===== config.mk =====
export PLATFORM = sky130hd
export DESIGN_NAME = ocp_channel
export DESIGN_NICKNAME = d
export VERILOG_FILES = /design/src/pkg/ocp_pkg.sv /design/src/hdl/ocp_channel.sv
export VERILOG_INCLUDE_DIRS = /design/src /design/src/pkg
export SDC_FILE = /design/constraint.sdc
export NUM_CORES = 1
export LEC_CHECK = 0
export BUFFER_PORTS_ARGS = -buffer_cell sky130_fd_sc_hd__clkbuf_2
export CAP_MARGIN = 20
export CELL_PAD_IN_SITES_DETAIL_PLACEMENT = 1
export CELL_PAD_IN_SITES_GLOBAL_PLACEMENT = 1
export CORE_MARGIN = 10
export CORE_UTILIZATION = 52
export DETAILED_ROUTE_END_ITERATION = 16
export HOLD_SLACK_MARGIN = 0.03
export PLACE_DENSITY_LB_ADDON = 0.1
export SLEW_MARGIN = 30
export SYNTH_ARGS = -nofsm -noshare
export SYNTH_HDL_FRONTEND = slang
export SYNTH_SLANG_ARGS = --single-unit

===== constraint.sdc =====
create_clock -name clk -period 6.34 [get_ports clk]
set_input_delay 1.585 -clock clk [delete_from_list [all_inputs] [get_ports clk]]
set_output_delay 1.585 -clock clk [all_outputs]
set_load 0.01 [all_outputs]

===== src/pkg/ocp_consts.svh =====
// Constants of the output compare channel: offsets, field positions, resets, timing.
// Assumes a 16-bit register word and a 20 MHz system clock.
`ifndef OCP_CONSTS_SVH
`define OCP_CONSTS_SVH

// Register indices on the plain register port
`define OCP_ADDR_W 3
`define OCP_OFS_CTRL_ONE 3'h0
`define OCP_OFS_CTRL_TWO 3'h1
`define OCP_OFS_PRIMARY 3'h2
`define OCP_OFS_SECONDARY 3'h3
`define OCP_OFS_TIMER 3'h4

// Control one fields
`define OCP_C1_MODE_LSB 0
`define OCP_C1_AUTOCLR 3
`define OCP_C1_FLAG_LSB 4
`define OCP_C1_FEN_LSB 7

// Control two fields
`define OCP_C2_SRC_LSB 0
`define OCP_C2_TRIS 5
`define OCP_C2_TRIGGER_STATUS 6
`define OCP_C2_TRIG 7
`define OCP_C2_CASCADE 8
`define OCP_C2_DCB_LSB 9
`define OCP_C2_UNUSED 11
`define OCP_C2_INVERT 12
`define OCP_C2_FDIR 13
`define OCP_C2_FLEVEL 14
`define OCP_C2_FHOLD 15

// Reset values
`define OCP_RST_CTRL_ONE 16'h0000
`define OCP_RST_CTRL_TWO 16'h000c
`define OCP_RST_COMPARE 16'h0000

// Mode codes
`define OCP_MODE_OFF 3'h0
`define OCP_MODE_SS_HIGH 3'h1
`define OCP_MODE_SS_LOW 3'h2
`define OCP_MODE_TOGGLE 3'h3
`define OCP_MODE_DBL_ONE 3'h4
`define OCP_MODE_DBL_CONT 3'h5
`define OCP_MODE_PWM_EDGE 3'h6
`define OCP_MODE_PWM_CENTER 3'h7

// Source codes
`define OCP_SRC_NONE 5'h00
`define OCP_SRC_SELF 5'h1f

// Timing: instruction cycle in ns and in system clocks
`define OCP_CLK_MHZ 20
`define OCP_TCY_NS 200
`define OCP_TCY_CLKS ((`OCP_TCY_NS * `OCP_CLK_MHZ) / 1000)

`endif


===== src/pkg/ocp_pkg.sv =====
// Types of the output compare channel.
// Assumes ocp_consts.svh supplies the numeric layout.
package ocp_pkg;

    typedef enum logic [1:0] {
        SHOT_ARMED,
        SHOT_SECOND,
        SHOT_DONE
    } ocp_shot_e;

    typedef struct packed {
        logic [2:0] mode;
        logic autoclr;
        logic [2:0] fen;
        logic [2:0] fflag;
        logic [15:0] con2;
        logic [15:0] pri;
        logic [15:0] sec;
        logic [15:0] pri_act;
        logic [15:0] sec_act;
        logic [1:0] dcb_act;
        logic [15:0] tmr;
        logic [7:0] phase;
        logic core;
        ocp_shot_e shot;
        logic [7:0] dly;
        logic lvl;
        logic [15:0] rdata;
        logic [2:0] fs1;
        logic [2:0] fs2;
        logic [2:0] fs3;
        logic [2:0] fq;
    } ocp_state_s;

endpackage


===== src/hdl/ocp_channel.sv =====
// Output compare channel: mode logic, second control register, faults, PWM.
// Assumes same-clock source events and cascade peer signals; fault pins are asynchronous.
// Behaviour
// - Mode 111 center PWM, 110 edge PWM
// - Mode 101 toggles alternately, starting low
// - Mode 100 gives one pulse, starting low
// - Mode 011 toggles on every compare
// - Mode 010 starts high, goes low once
// - Mode 001 starts low, goes high once
// - Mode 000 disables compare activity
// - Fault hold: software clear versus period end
// - Fault drives output to chosen level
// - Fault may force pin to output
// - Invert select inverts channel output
// - Sub-cycle field delays falling edge
// - Delay moves rising edge when inverted
// - Cascade joins two channels into 32 bits
// - Select trigger or sync from source
// - Trigger status shows timer running
// - Tristate select releases the pin
// - Five-bit field selects the source
// - Auto-clear trigger status on secondary match
// - Fault flags set by hardware, center PWM
// - PWM compare values update at period end
// - Each fault input needs its enable
//
// The plain strobed port and the placing of the registers were left to the implementer.
`include "ocp_consts.svh"

module ocp_channel #(
    parameter int TCY_CLKS = `OCP_TCY_CLKS,
    parameter int FAULT_INPUTS = 3
) (
    // Clock and reset
    input wire logic clk,
    input wire logic rst_n,
    // Register port
    input wire logic [`OCP_ADDR_W-1:0] reg_addr,
    input wire logic [15:0] reg_wdata,
    input wire logic reg_wr,
    input wire logic reg_rd,
    output logic [15:0] reg_rdata,
    // Trigger and sync sources, one-cycle pulses indexed by source code
    input wire logic [31:0] source_events,
    // Fault inputs, asynchronous
    input wire logic [FAULT_INPUTS-1:0] fault_in,
    // Cascade peer
    input wire logic cascade_carry_in,
    input wire logic cascade_match_in,
    output logic cascade_carry_out,
    output logic cascade_match_out,
    // Output pin
    output logic compare_output_pin_out,
    output logic compare_output_pin_oe
);

    ocp_pkg::ocp_state_s s_r;
    ocp_pkg::ocp_state_s s_nxt;

    localparam int QUARTER = TCY_CLKS / 4;

    // Quarter steps must be whole clocks and fit the 8-bit counters
    if (TCY_CLKS < 4 || (TCY_CLKS % 4) != 0 || TCY_CLKS > 252 || FAULT_INPUTS != 3) begin
        $error("ocp_channel: unsupported parameter values");
    end

    logic [2:0] mode;
    logic [4:0] src;
    logic trig_mode;
    logic cascade;
    logic pwm;
    logic tick;
    logic pri_hit;
    logic sec_hit;
    logic sel_evt;
    logic hold_clear;
    logic period_start;
    logic [15:0] tmr_inc;
    logic [2:0] fault_live;
    logic fault_active;
    logic wr_c1;
    logic wr_c2;

    assign mode = s_r.mode;
    assign src = s_r.con2[`OCP_C2_SRC_LSB +: 5];
    assign trig_mode = s_r.con2[`OCP_C2_TRIG];
    assign cascade = s_r.con2[`OCP_C2_CASCADE];
    assign pwm = (mode == `OCP_MODE_PWM_EDGE) || (mode == `OCP_MODE_PWM_CENTER);
    assign wr_c1 = reg_wr && (reg_addr == `OCP_OFS_CTRL_ONE);
    assign wr_c2 = reg_wr && (reg_addr == `OCP_OFS_CTRL_TWO);
    // Cascaded: the upper half counts on the lower half's carry
    assign tick = cascade ? cascade_carry_in
        : (s_r.phase == 8'(TCY_CLKS - 1));
    assign tmr_inc = s_r.tmr + 16'h0001;
    // Cascaded matches need the peer half to match too
    assign pri_hit = tick && (s_r.tmr == s_r.pri_act)
        && (!cascade || cascade_match_in);
    assign sec_hit = tick && (s_r.tmr == s_r.sec_act)
        && (!cascade || cascade_match_in);
    // Own secondary match stands in for the self code
    assign sel_evt = (src == `OCP_SRC_SELF) ? sec_hit
        : (src != `OCP_SRC_NONE) && source_events[src];
    assign hold_clear = trig_mode && !s_r.con2[`OCP_C2_TRIGGER_STATUS];
    assign period_start = tick && !hold_clear && (sel_evt || (s_r.tmr == 16'hffff));
    assign fault_live = s_r.fq & s_r.fen;
    assign fault_active = (mode == `OCP_MODE_PWM_CENTER) && (|s_r.fflag);
    assign cascade_carry_out = (s_r.phase == 8'(TCY_CLKS - 1)) && (s_r.tmr == 16'hffff)
        && !hold_clear;
    assign cascade_match_out = (s_r.tmr == s_r.pri_act);
    assign reg_rdata = s_r.rdata;

    always_comb begin
        s_nxt = s_r;

        // Fault pins: a change counts once second and third stages agree
        s_nxt.fs1 = fault_in;
        s_nxt.fs2 = s_r.fs1;
        s_nxt.fs3 = s_r.fs2;
        for (int i = 0; i < 3; i++) begin
            if (s_r.fs2[i] == s_r.fs3[i]) begin
                s_nxt.fq[i] = s_r.fs3[i];
            end
        end

        // Count clock divider
        if (s_r.phase == 8'(TCY_CLKS - 1)) begin
            s_nxt.phase = 8'h00;
        end else begin
            s_nxt.phase = s_r.phase + 8'h01;
        end

        // Register writes
        if (wr_c1) begin
            s_nxt.mode = reg_wdata[`OCP_C1_MODE_LSB +: 3];
            s_nxt.autoclr = reg_wdata[`OCP_C1_AUTOCLR];
            s_nxt.fen = reg_wdata[`OCP_C1_FEN_LSB +: 3];
            // Flags clear by software only under fault hold, once the source is gone
            for (int i = 0; i < 3; i++) begin
                if (s_r.con2[`OCP_C2_FHOLD] && !reg_wdata[`OCP_C1_FLAG_LSB + i]
                        && !fault_live[i]) begin
                    s_nxt.fflag[i] = 1'b0;
                end
            end
        end
        if (wr_c2) begin
            s_nxt.con2 = reg_wdata;
            s_nxt.con2[`OCP_C2_UNUSED] = 1'b0;
        end
        if (reg_wr && reg_addr == `OCP_OFS_PRIMARY) begin
            s_nxt.pri = reg_wdata;
        end
        if (reg_wr && reg_addr == `OCP_OFS_SECONDARY) begin
            s_nxt.sec = reg_wdata;
        end

        // Non-PWM modes use written values at once; PWM waits for period end
        if (!pwm || period_start || mode == `OCP_MODE_OFF) begin
            s_nxt.pri_act = s_nxt.pri;
            s_nxt.sec_act = s_nxt.sec;
            s_nxt.dcb_act = s_nxt.con2[`OCP_C2_DCB_LSB +: 2];
        end

        // Trigger status: hardware set wins over the software clear
        if (s_r.autoclr && s_r.tmr == s_r.sec_act) begin
            s_nxt.con2[`OCP_C2_TRIGGER_STATUS] = 1'b0;
        end
        if (trig_mode && sel_evt && !(src == `OCP_SRC_SELF)) begin
            s_nxt.con2[`OCP_C2_TRIGGER_STATUS] = 1'b1;
        end

        // Time base: held clear until triggered, restarted by a sync event
        if (mode == `OCP_MODE_OFF) begin
            s_nxt.tmr = 16'h0000;
        end else if (hold_clear) begin
            s_nxt.tmr = 16'h0000;
        end else if (tick) begin
            if (!trig_mode && sel_evt) begin
                s_nxt.tmr = 16'h0000;
            end else begin
                s_nxt.tmr = tmr_inc;
            end
        end

        // Waveform generation
        case (mode)
            `OCP_MODE_SS_HIGH: begin
                if (pri_hit && s_r.shot == ocp_pkg::SHOT_ARMED) begin
                    s_nxt.core = 1'b1;
                    s_nxt.shot = ocp_pkg::SHOT_DONE;
                end
            end
            `OCP_MODE_SS_LOW: begin
                if (pri_hit && s_r.shot == ocp_pkg::SHOT_ARMED) begin
                    s_nxt.core = 1'b0;
                    s_nxt.shot = ocp_pkg::SHOT_DONE;
                end
            end
            `OCP_MODE_TOGGLE: begin
                if (pri_hit) begin
                    s_nxt.core = !s_r.core;
                end
            end
            `OCP_MODE_DBL_ONE, `OCP_MODE_DBL_CONT: begin
                if (pri_hit && s_r.shot == ocp_pkg::SHOT_ARMED) begin
                    s_nxt.core = 1'b1;
                    s_nxt.shot = ocp_pkg::SHOT_SECOND;
                end else if (sec_hit && s_r.shot == ocp_pkg::SHOT_SECOND) begin
                    s_nxt.core = 1'b0;
                    s_nxt.shot = (mode == `OCP_MODE_DBL_CONT) ? ocp_pkg::SHOT_ARMED
                        : ocp_pkg::SHOT_DONE;
                end
            end
            `OCP_MODE_PWM_EDGE: begin
                // High from period start, low at the primary match
                if (period_start) begin
                    s_nxt.core = (s_nxt.pri_act != 16'h0000);
                end else if (pri_hit) begin
                    s_nxt.core = 1'b0;
                end
            end
            `OCP_MODE_PWM_CENTER: begin
                // Rises at the primary match, falls at the secondary match
                if (sec_hit) begin
                    s_nxt.core = 1'b0;
                end else if (pri_hit) begin
                    s_nxt.core = 1'b1;
                end
            end
            default: begin
                s_nxt.core = 1'b0;
                s_nxt.shot = ocp_pkg::SHOT_ARMED;
            end
        endcase

        // Fault flags: set wins over any clear, center PWM only
        for (int i = 0; i < 3; i++) begin
            if (mode == `OCP_MODE_PWM_CENTER && fault_live[i]) begin
                s_nxt.fflag[i] = 1'b1;
            end else if (!s_r.con2[`OCP_C2_FHOLD] && period_start && !fault_live[i]) begin
                s_nxt.fflag[i] = 1'b0;
            end
        end

        // Falling edge of the core level waits dcb quarters of a cycle;
        // inversion after this stage turns it into the rising edge
        if (s_r.dly != 8'h00) begin
            s_nxt.dly = s_r.dly - 8'h01;
            if (s_r.dly == 8'h01) begin
                s_nxt.lvl = s_nxt.core;
            end
        end else if (s_r.lvl && !s_nxt.core && mode != `OCP_MODE_SS_HIGH
                && s_r.dcb_act != 2'h0) begin
            s_nxt.dly = 8'(QUARTER * int'(s_r.dcb_act));
        end else begin
            s_nxt.lvl = s_nxt.core;
        end
        // A new rise cancels a pending delayed fall
        if (s_nxt.core && !s_r.core) begin
            s_nxt.dly = 8'h00;
            s_nxt.lvl = 1'b1;
        end

        // New mode sets the level last, so the old mode's compare cannot undo it
        if (wr_c1 && reg_wdata[`OCP_C1_MODE_LSB +: 3] != s_r.mode) begin
            s_nxt.shot = ocp_pkg::SHOT_ARMED;
            s_nxt.dly = 8'h00;
            case (reg_wdata[`OCP_C1_MODE_LSB +: 3])
                `OCP_MODE_SS_LOW: s_nxt.core = 1'b1;
                `OCP_MODE_TOGGLE: s_nxt.core = s_r.core;
                default: s_nxt.core = 1'b0;
            endcase
            s_nxt.lvl = s_nxt.core;
        end

        // Read data, one cycle after the strobe
        s_nxt.rdata = 16'h0000;
        if (reg_rd) begin
            case (reg_addr)
                `OCP_OFS_CTRL_ONE: begin
                    s_nxt.rdata[`OCP_C1_MODE_LSB +: 3] = s_r.mode;
                    s_nxt.rdata[`OCP_C1_AUTOCLR] = s_r.autoclr;
                    s_nxt.rdata[`OCP_C1_FLAG_LSB +: 3] = s_r.fflag;
                    s_nxt.rdata[`OCP_C1_FEN_LSB +: 3] = s_r.fen;
                end
                `OCP_OFS_CTRL_TWO: s_nxt.rdata = s_r.con2;
                `OCP_OFS_PRIMARY: s_nxt.rdata = s_r.pri;
                `OCP_OFS_SECONDARY: s_nxt.rdata = s_r.sec;
                `OCP_OFS_TIMER: s_nxt.rdata = s_r.tmr;
                default: s_nxt.rdata = 16'h0000;
            endcase
        end
    end

    // Pin: fault level bypasses inversion so the safe state is absolute
    always_comb begin
        if (fault_active) begin
            compare_output_pin_out = s_r.con2[`OCP_C2_FLEVEL];
        end else begin
            compare_output_pin_out = s_r.con2[`OCP_C2_INVERT] ^ s_r.lvl;
        end
        compare_output_pin_oe = !s_r.con2[`OCP_C2_TRIS];
        if (fault_active && s_r.con2[`OCP_C2_FDIR]) begin
            compare_output_pin_oe = 1'b1;
        end
    end

    always_ff @(posedge clk or negedge rst_n) begin
        if (!rst_n) begin
            s_r <= '0;
            s_r.con2 <= `OCP_RST_CTRL_TWO;
            s_r.pri <= `OCP_RST_COMPARE;
            s_r.sec <= `OCP_RST_COMPARE;
            s_r.shot <= ocp_pkg::SHOT_ARMED;
        end else begin
            s_r <= s_nxt;
        end
    end

endmodule


### Yosys cells after proc, flatten, opt, wreduce, memory -nomap -nowiden

Cells that the tools add are included.

* reduce and logical (&&, ||, !) cells: 85
* magnitude comparators: 1
* $add $sub $neg: 3
* equal/unequal tests: 31
* mux-type cells: 49
* bitwise logic cells: 2

Operators by type and width (number)
* 16-bit two-way mux: 7
* 10-bit one-hot mux with 5 select lines: 1
* 1-bit logical AND: 40
* 34-bit two-way mux: 1
* 16-bit equality test: 2
* 6-bit one-hot mux with 4 select lines: 1
* 3-bit nonzero test: 8
* 1-bit two-way mux: 23
* 3-bit by 2-bit equality test with 1-bit output, second input constant: 6
* 9-bit two-way mux: 2
* 16-bit by 1-bit adder with 16-bit output, second input constant: 1
* 16-bit equality test, second input constant: 1
* 1-bit logical NOT: 16
* 8-bit two-way mux: 2
* 16-bit nonzero test: 1
* 3-bit equality test, second input constant: 5
* 3-bit two-way mux: 5
* 12-bit two-way mux: 1
* 11-bit two-way mux: 1
* 8-bit by 1-bit adder with 8-bit output, second input constant: 1
* 8-bit by 1-bit equality test with 1-bit output, second input constant: 1
* 8-bit by 2-bit equality test with 1-bit output, second input constant: 1
* 2-bit one-hot mux with 4 select lines: 1
* 2-bit AND reduction: 4
* 29 further kinds: 39

* output and inout port bits: 20
* input port bits: 60
* word-level logic and storage cells: 198
* register bits after elaboration: 155

### Logic depth before layout (Yosys ltp)

* word-level depth: 21
* mapped depth: 12

### Least setup slack after synthesis

Ideal clock, no wire load.

* path type: input -> register
* start: input reg_addr[0]
* end: register s_r[29] (netlist bit)
* required time: 6272 ps
* path slack: 2681 ps
* buffers on the path: 2
* data arrival time: 3591 ps
* setup time: 68 ps
* stages: 10
* cells stage by stage: buf_2 -> and4bb_2 -> buf_2 -> mux2_4 -> a221oi_1 -> nand2_1 -> o21ai_0 -> a211o_4 -> a31oi_4 -> and4b_1

RTL lines
* from (decl): RTL line ocp_channel.sv:38 `` input wire logic [`OCP_ADDR_W-1:0] reg_addr, ``
* to (signal assigned): RTL line ocp_channel.sv:315 `s_r <= s_nxt;`
* to (decl): RTL line ocp_channel.sv:57 `ocp_pkg::ocp_state_s s_r;`

### Final worst setup path

* start: register s_r[49] (netlist bit)
* end: output cascade_carry_out

* cells in the longest elaborated chain, start to end: 3

Ends and longest elaborated chain
* 16-bit equality test: RTL line ocp_channel.sv:107 `assign cascade_carry_out = (s_r.phase == 8'(TCY_CLKS - 1)) && (s_r.tmr == 16'hffff)`
* 1-bit logical AND: RTL line ocp_channel.sv:107
* 1-bit logical AND: RTL line ocp_channel.sv:108 `&& !hold_clear;`
* to (decl): RTL line ocp_channel.sv:50 `output logic cascade_carry_out,`

Every way passes these cells.

==> results.yml <==
status:
  run_status: "completed"
worst_setup_path:
  cp.required_ns: 4.76
  path_cells: "ha_1, nand2_1, nor3_1, nand4_1, nor3_1, clkbuf_2"
  path_delay_family: "simple AND/OR/NAND/NOR gates"
  reg2reg_depth: 11
  critical_path.slowest_cell: "nor3_1"
  cp.arrival_ns: 3.03
  crit_top_cell: "nor3_1"
  max_stage_delay_ns: 0.73
  start_kind: "flop"
  path_depth: 6
  worstPathMaxFanout: 7
  path_buf_inv: 1
  critical_path_class: "flop to output pin"
  cp-end-kind: "output pin"
sta:
  hold_slack_ns: 0.355
  clock_skew_ns: 0.00968
  final-hold-violation-count: 0
  fmax_ghz: 0.217
  worst_pin_slew_ns: 0.967
  finalSetupTns_ns: 0
  relSlewSlack_pct: 35.4
  fin_ws_ns: 1.73
  drv_slew: 0
  finalCriticalPeriod_ns: 4.61
  post-route-period-util_pct: 72.7
  setup_violations: 0
  rsz0062_at_grt: "no"
clocking:
  clock-sinks: 155
  hold_buffers: 0
  htree_levels: 4
  cts_resized: 0
  clk_pin_slew_ns: 0.06
  post_cts_buffers: 0
  root_buffer: "clkbuf_16"
  clock_latency_ns: 0.43
  cts_tree: "done"
  cts_buffer_depth: 2
  cts-buffers-inserted: 17
placed_design:
  portBuffers: 78
  placed_area_mm2: 0.00857
  dpl.hpwl_mm: 17.1
  gp_congestion: 0.904
  place_ws_ns: 1.41
  dp_cells: 947
yosys:
  post-synth-top-area-fraction_pct: 46.4
  ys_warn_count: 0
  synth_cells: 713
  synthArstFlopShare_pct: 100
  synth_compound_area_share_pct: 12.4
  synth_commonest_cells: "153 x dfrtp_1, 95 x mux2_2, 42 x xnor2_1"
  synth-main-ff-cell: "dfrtp_1"
  synth_most_common_cell: "dfrtp_1"
  synth-adder-area-share_pct: 1.39
  synth_area_leader_cell: "dfrtp_1"
  yosysSeqAreaShare_pct: 47.0
  synth-seq-cells: 155
  synth_simple_gate_area_share_pct: 12.2
  synth_fp_nets: 779
  syn_area_mm2: 0.00826
  synth_area_leaders: "dfrtp_1 46%, mux2_2 13%, xnor2_1 4.5%"
  synth_edf_count: 0
  synth_top_family_by_area: "multiplexers"
  synth.avg_cell_area_um2: 11.6
  yosysUniqueCellTypes: 86
  muxShareOfSynthArea_pct: 16.5
  synth_xor_area_share_pct: 5.20
power_and_ir_drop:
  max-vdd-ir-drop_uv: 266
  p_per_area_mw_per_mm2: 361
  p_total_mw: 3.31
  power_leakage_nw: 3.86
drt:
  first_pass_iters: 5
  post-route-drc-count: 0
  first_iter_violations: 371
  ant_nets: 0
  wl_per_cell_um: 24.3
  finalWirelength_mm: 23.8
  routed_via_density: 6.09
  vias: 5968
cells_and_area:
  area_growth_syn_to_layout_pct: 11.1
  stdcell_count: 980
  design_area_mm2: 0.00918
  num_antenna_cells: 0
  utilization_pct: 58.4
  layout.nets: 817
  drive_above_1_share_pct: 33.2
global_routing:
  grt_start_max_net_pins: 110
  gr-total-overflow: 0
  grt_pass1_vias: 6455
  grt_pass1_wl_mm: 37.4
  grt_usage_pct: 22.3
  antenna_found_initial: 0
floorplanning:
  die_w_um: 146
  ios: 80
  dieArea_mm2: 0.0213
  core_region_area_mm2: 0.0157
  fp-row-count: 46
  die_h_um: 146
  start_util_pct: 52.6
worst_hold_path:
  hold_path_class: "flop to flop"
  holdPathStages: 0
job:
  max-cap-violations: 0
## worst paths after layout
path	from	to	slack, ns
worst max-delay path	s_r[49]	cascade_carry_out	1.73
worst min-delay path	s_nxt[7]	s_nxt[4]	0.35
worst max register to register	s_r[61]	s_r[29]	2.54
worst min register to register	s_nxt[7]	s_nxt[4]	0.35
max in group asynchronous	rst_n	s_r[97]	3.96
min in group asynchronous	rst_n	s_r[58]	1.05
## state kept, by name, summed over array words and instances, names as in the netlist
| signal | flops |
|---|---|
| cascade | 1 |
| mode | 3 |
| reg_rdata | 16 |
| s_nxt | 6 |
| s_r | 129 |
## logic make-up after synthesis
kind of cell	Yosys count
AOI/OAI and AO/OA	136
xor gates and xnor gates	49
adders and majority gates	10
buffers and inverters	72
DFF	155
muxes	116
and+or+nand+nor	175
## placed cells by master (no fill, tap or decap), types with 3 or more instances in the layout
cell type / netlist / layout
nand3_1: 14 / 13
o22a_1: 10 / 10
a22oi_1: 24 / 24
and3_1: 7 / 7
nor2_1: 37 / 37
nand4_1: 13 / 13
inv_1: 8 / 8
ha_1: 6 / 6
clkbuf_2: 0 / 77
nand2b_1: 7 / 7
a31oi_1: 17 / 17
buf_4: 19 / 3
clkbuf_16: 0 / 17
dfrtp_1: 153 / 153
maj3_1: 4 / 4
xnor2_1: 42 / 42
nor4_1: 6 / 6
and2_1: 6 / 6
clkinvlp_4: 0 / 5
a22o_1: 6 / 6
mux2i_1: 10 / 10
mux2_4: 7 / 7
a21oi_1: 21 / 21
mux2_2: 95 / 95
inv_6: 0 / 5
mux4_2: 4 / 4
nand2_1: 30 / 30
xor2_1: 7 / 7
o211ai_1: 4 / 4
nor3_1: 11 / 11
nor2b_1: 13 / 12
o21ai_0: 18 / 18
nand3b_1: 4 / 4
## where the power goes
part           switching, mW  internal, mW  total, mW
logic                  0.439         0.437      0.876
clock network          0.439         0.560      0.998
registers              0.240          1.20       1.44
## layer usage
layer / vias to the layer above / track usage, % / share of wire [%]
li1: 2675 / - / -
met1: 3132 / 28.5 / 43
met2: 132 / 37.4 / 51
met3: 29 / 4.82 / 4.6
met4: 0 / 6.11 / 1.7
met5: - / 0 / 0
## worst reg2reg max path: cells and delay by family (launching register included)
family | cells | cell delay [ns]
and+or+nand+nor | 5 | 1.79
xor gates and xnor gates | 1 | 0.36
AOI/OAI and AO/OA | 4 | 0.79
DFF | 1 | 0.52
adders and majority gates | 1 | 0.29
## final cells by class
| cell class | instances | area [um2] |
|---|---|---|
| Sequential cell | 155 | 3880 |
| Fill cell | 1631 | 6530 |
| Timing Repair Buffer | 83 | 477 |
| Inverter | 8 | 30.0 |
| Clock buffer | 19 | 443 |
| Clock inverter | 13 | 131 |
| Tap cell | 216 | 270 |
| Multi-Input combinational cell | 486 | 3950 |
(Power assumes the default switching activity.)
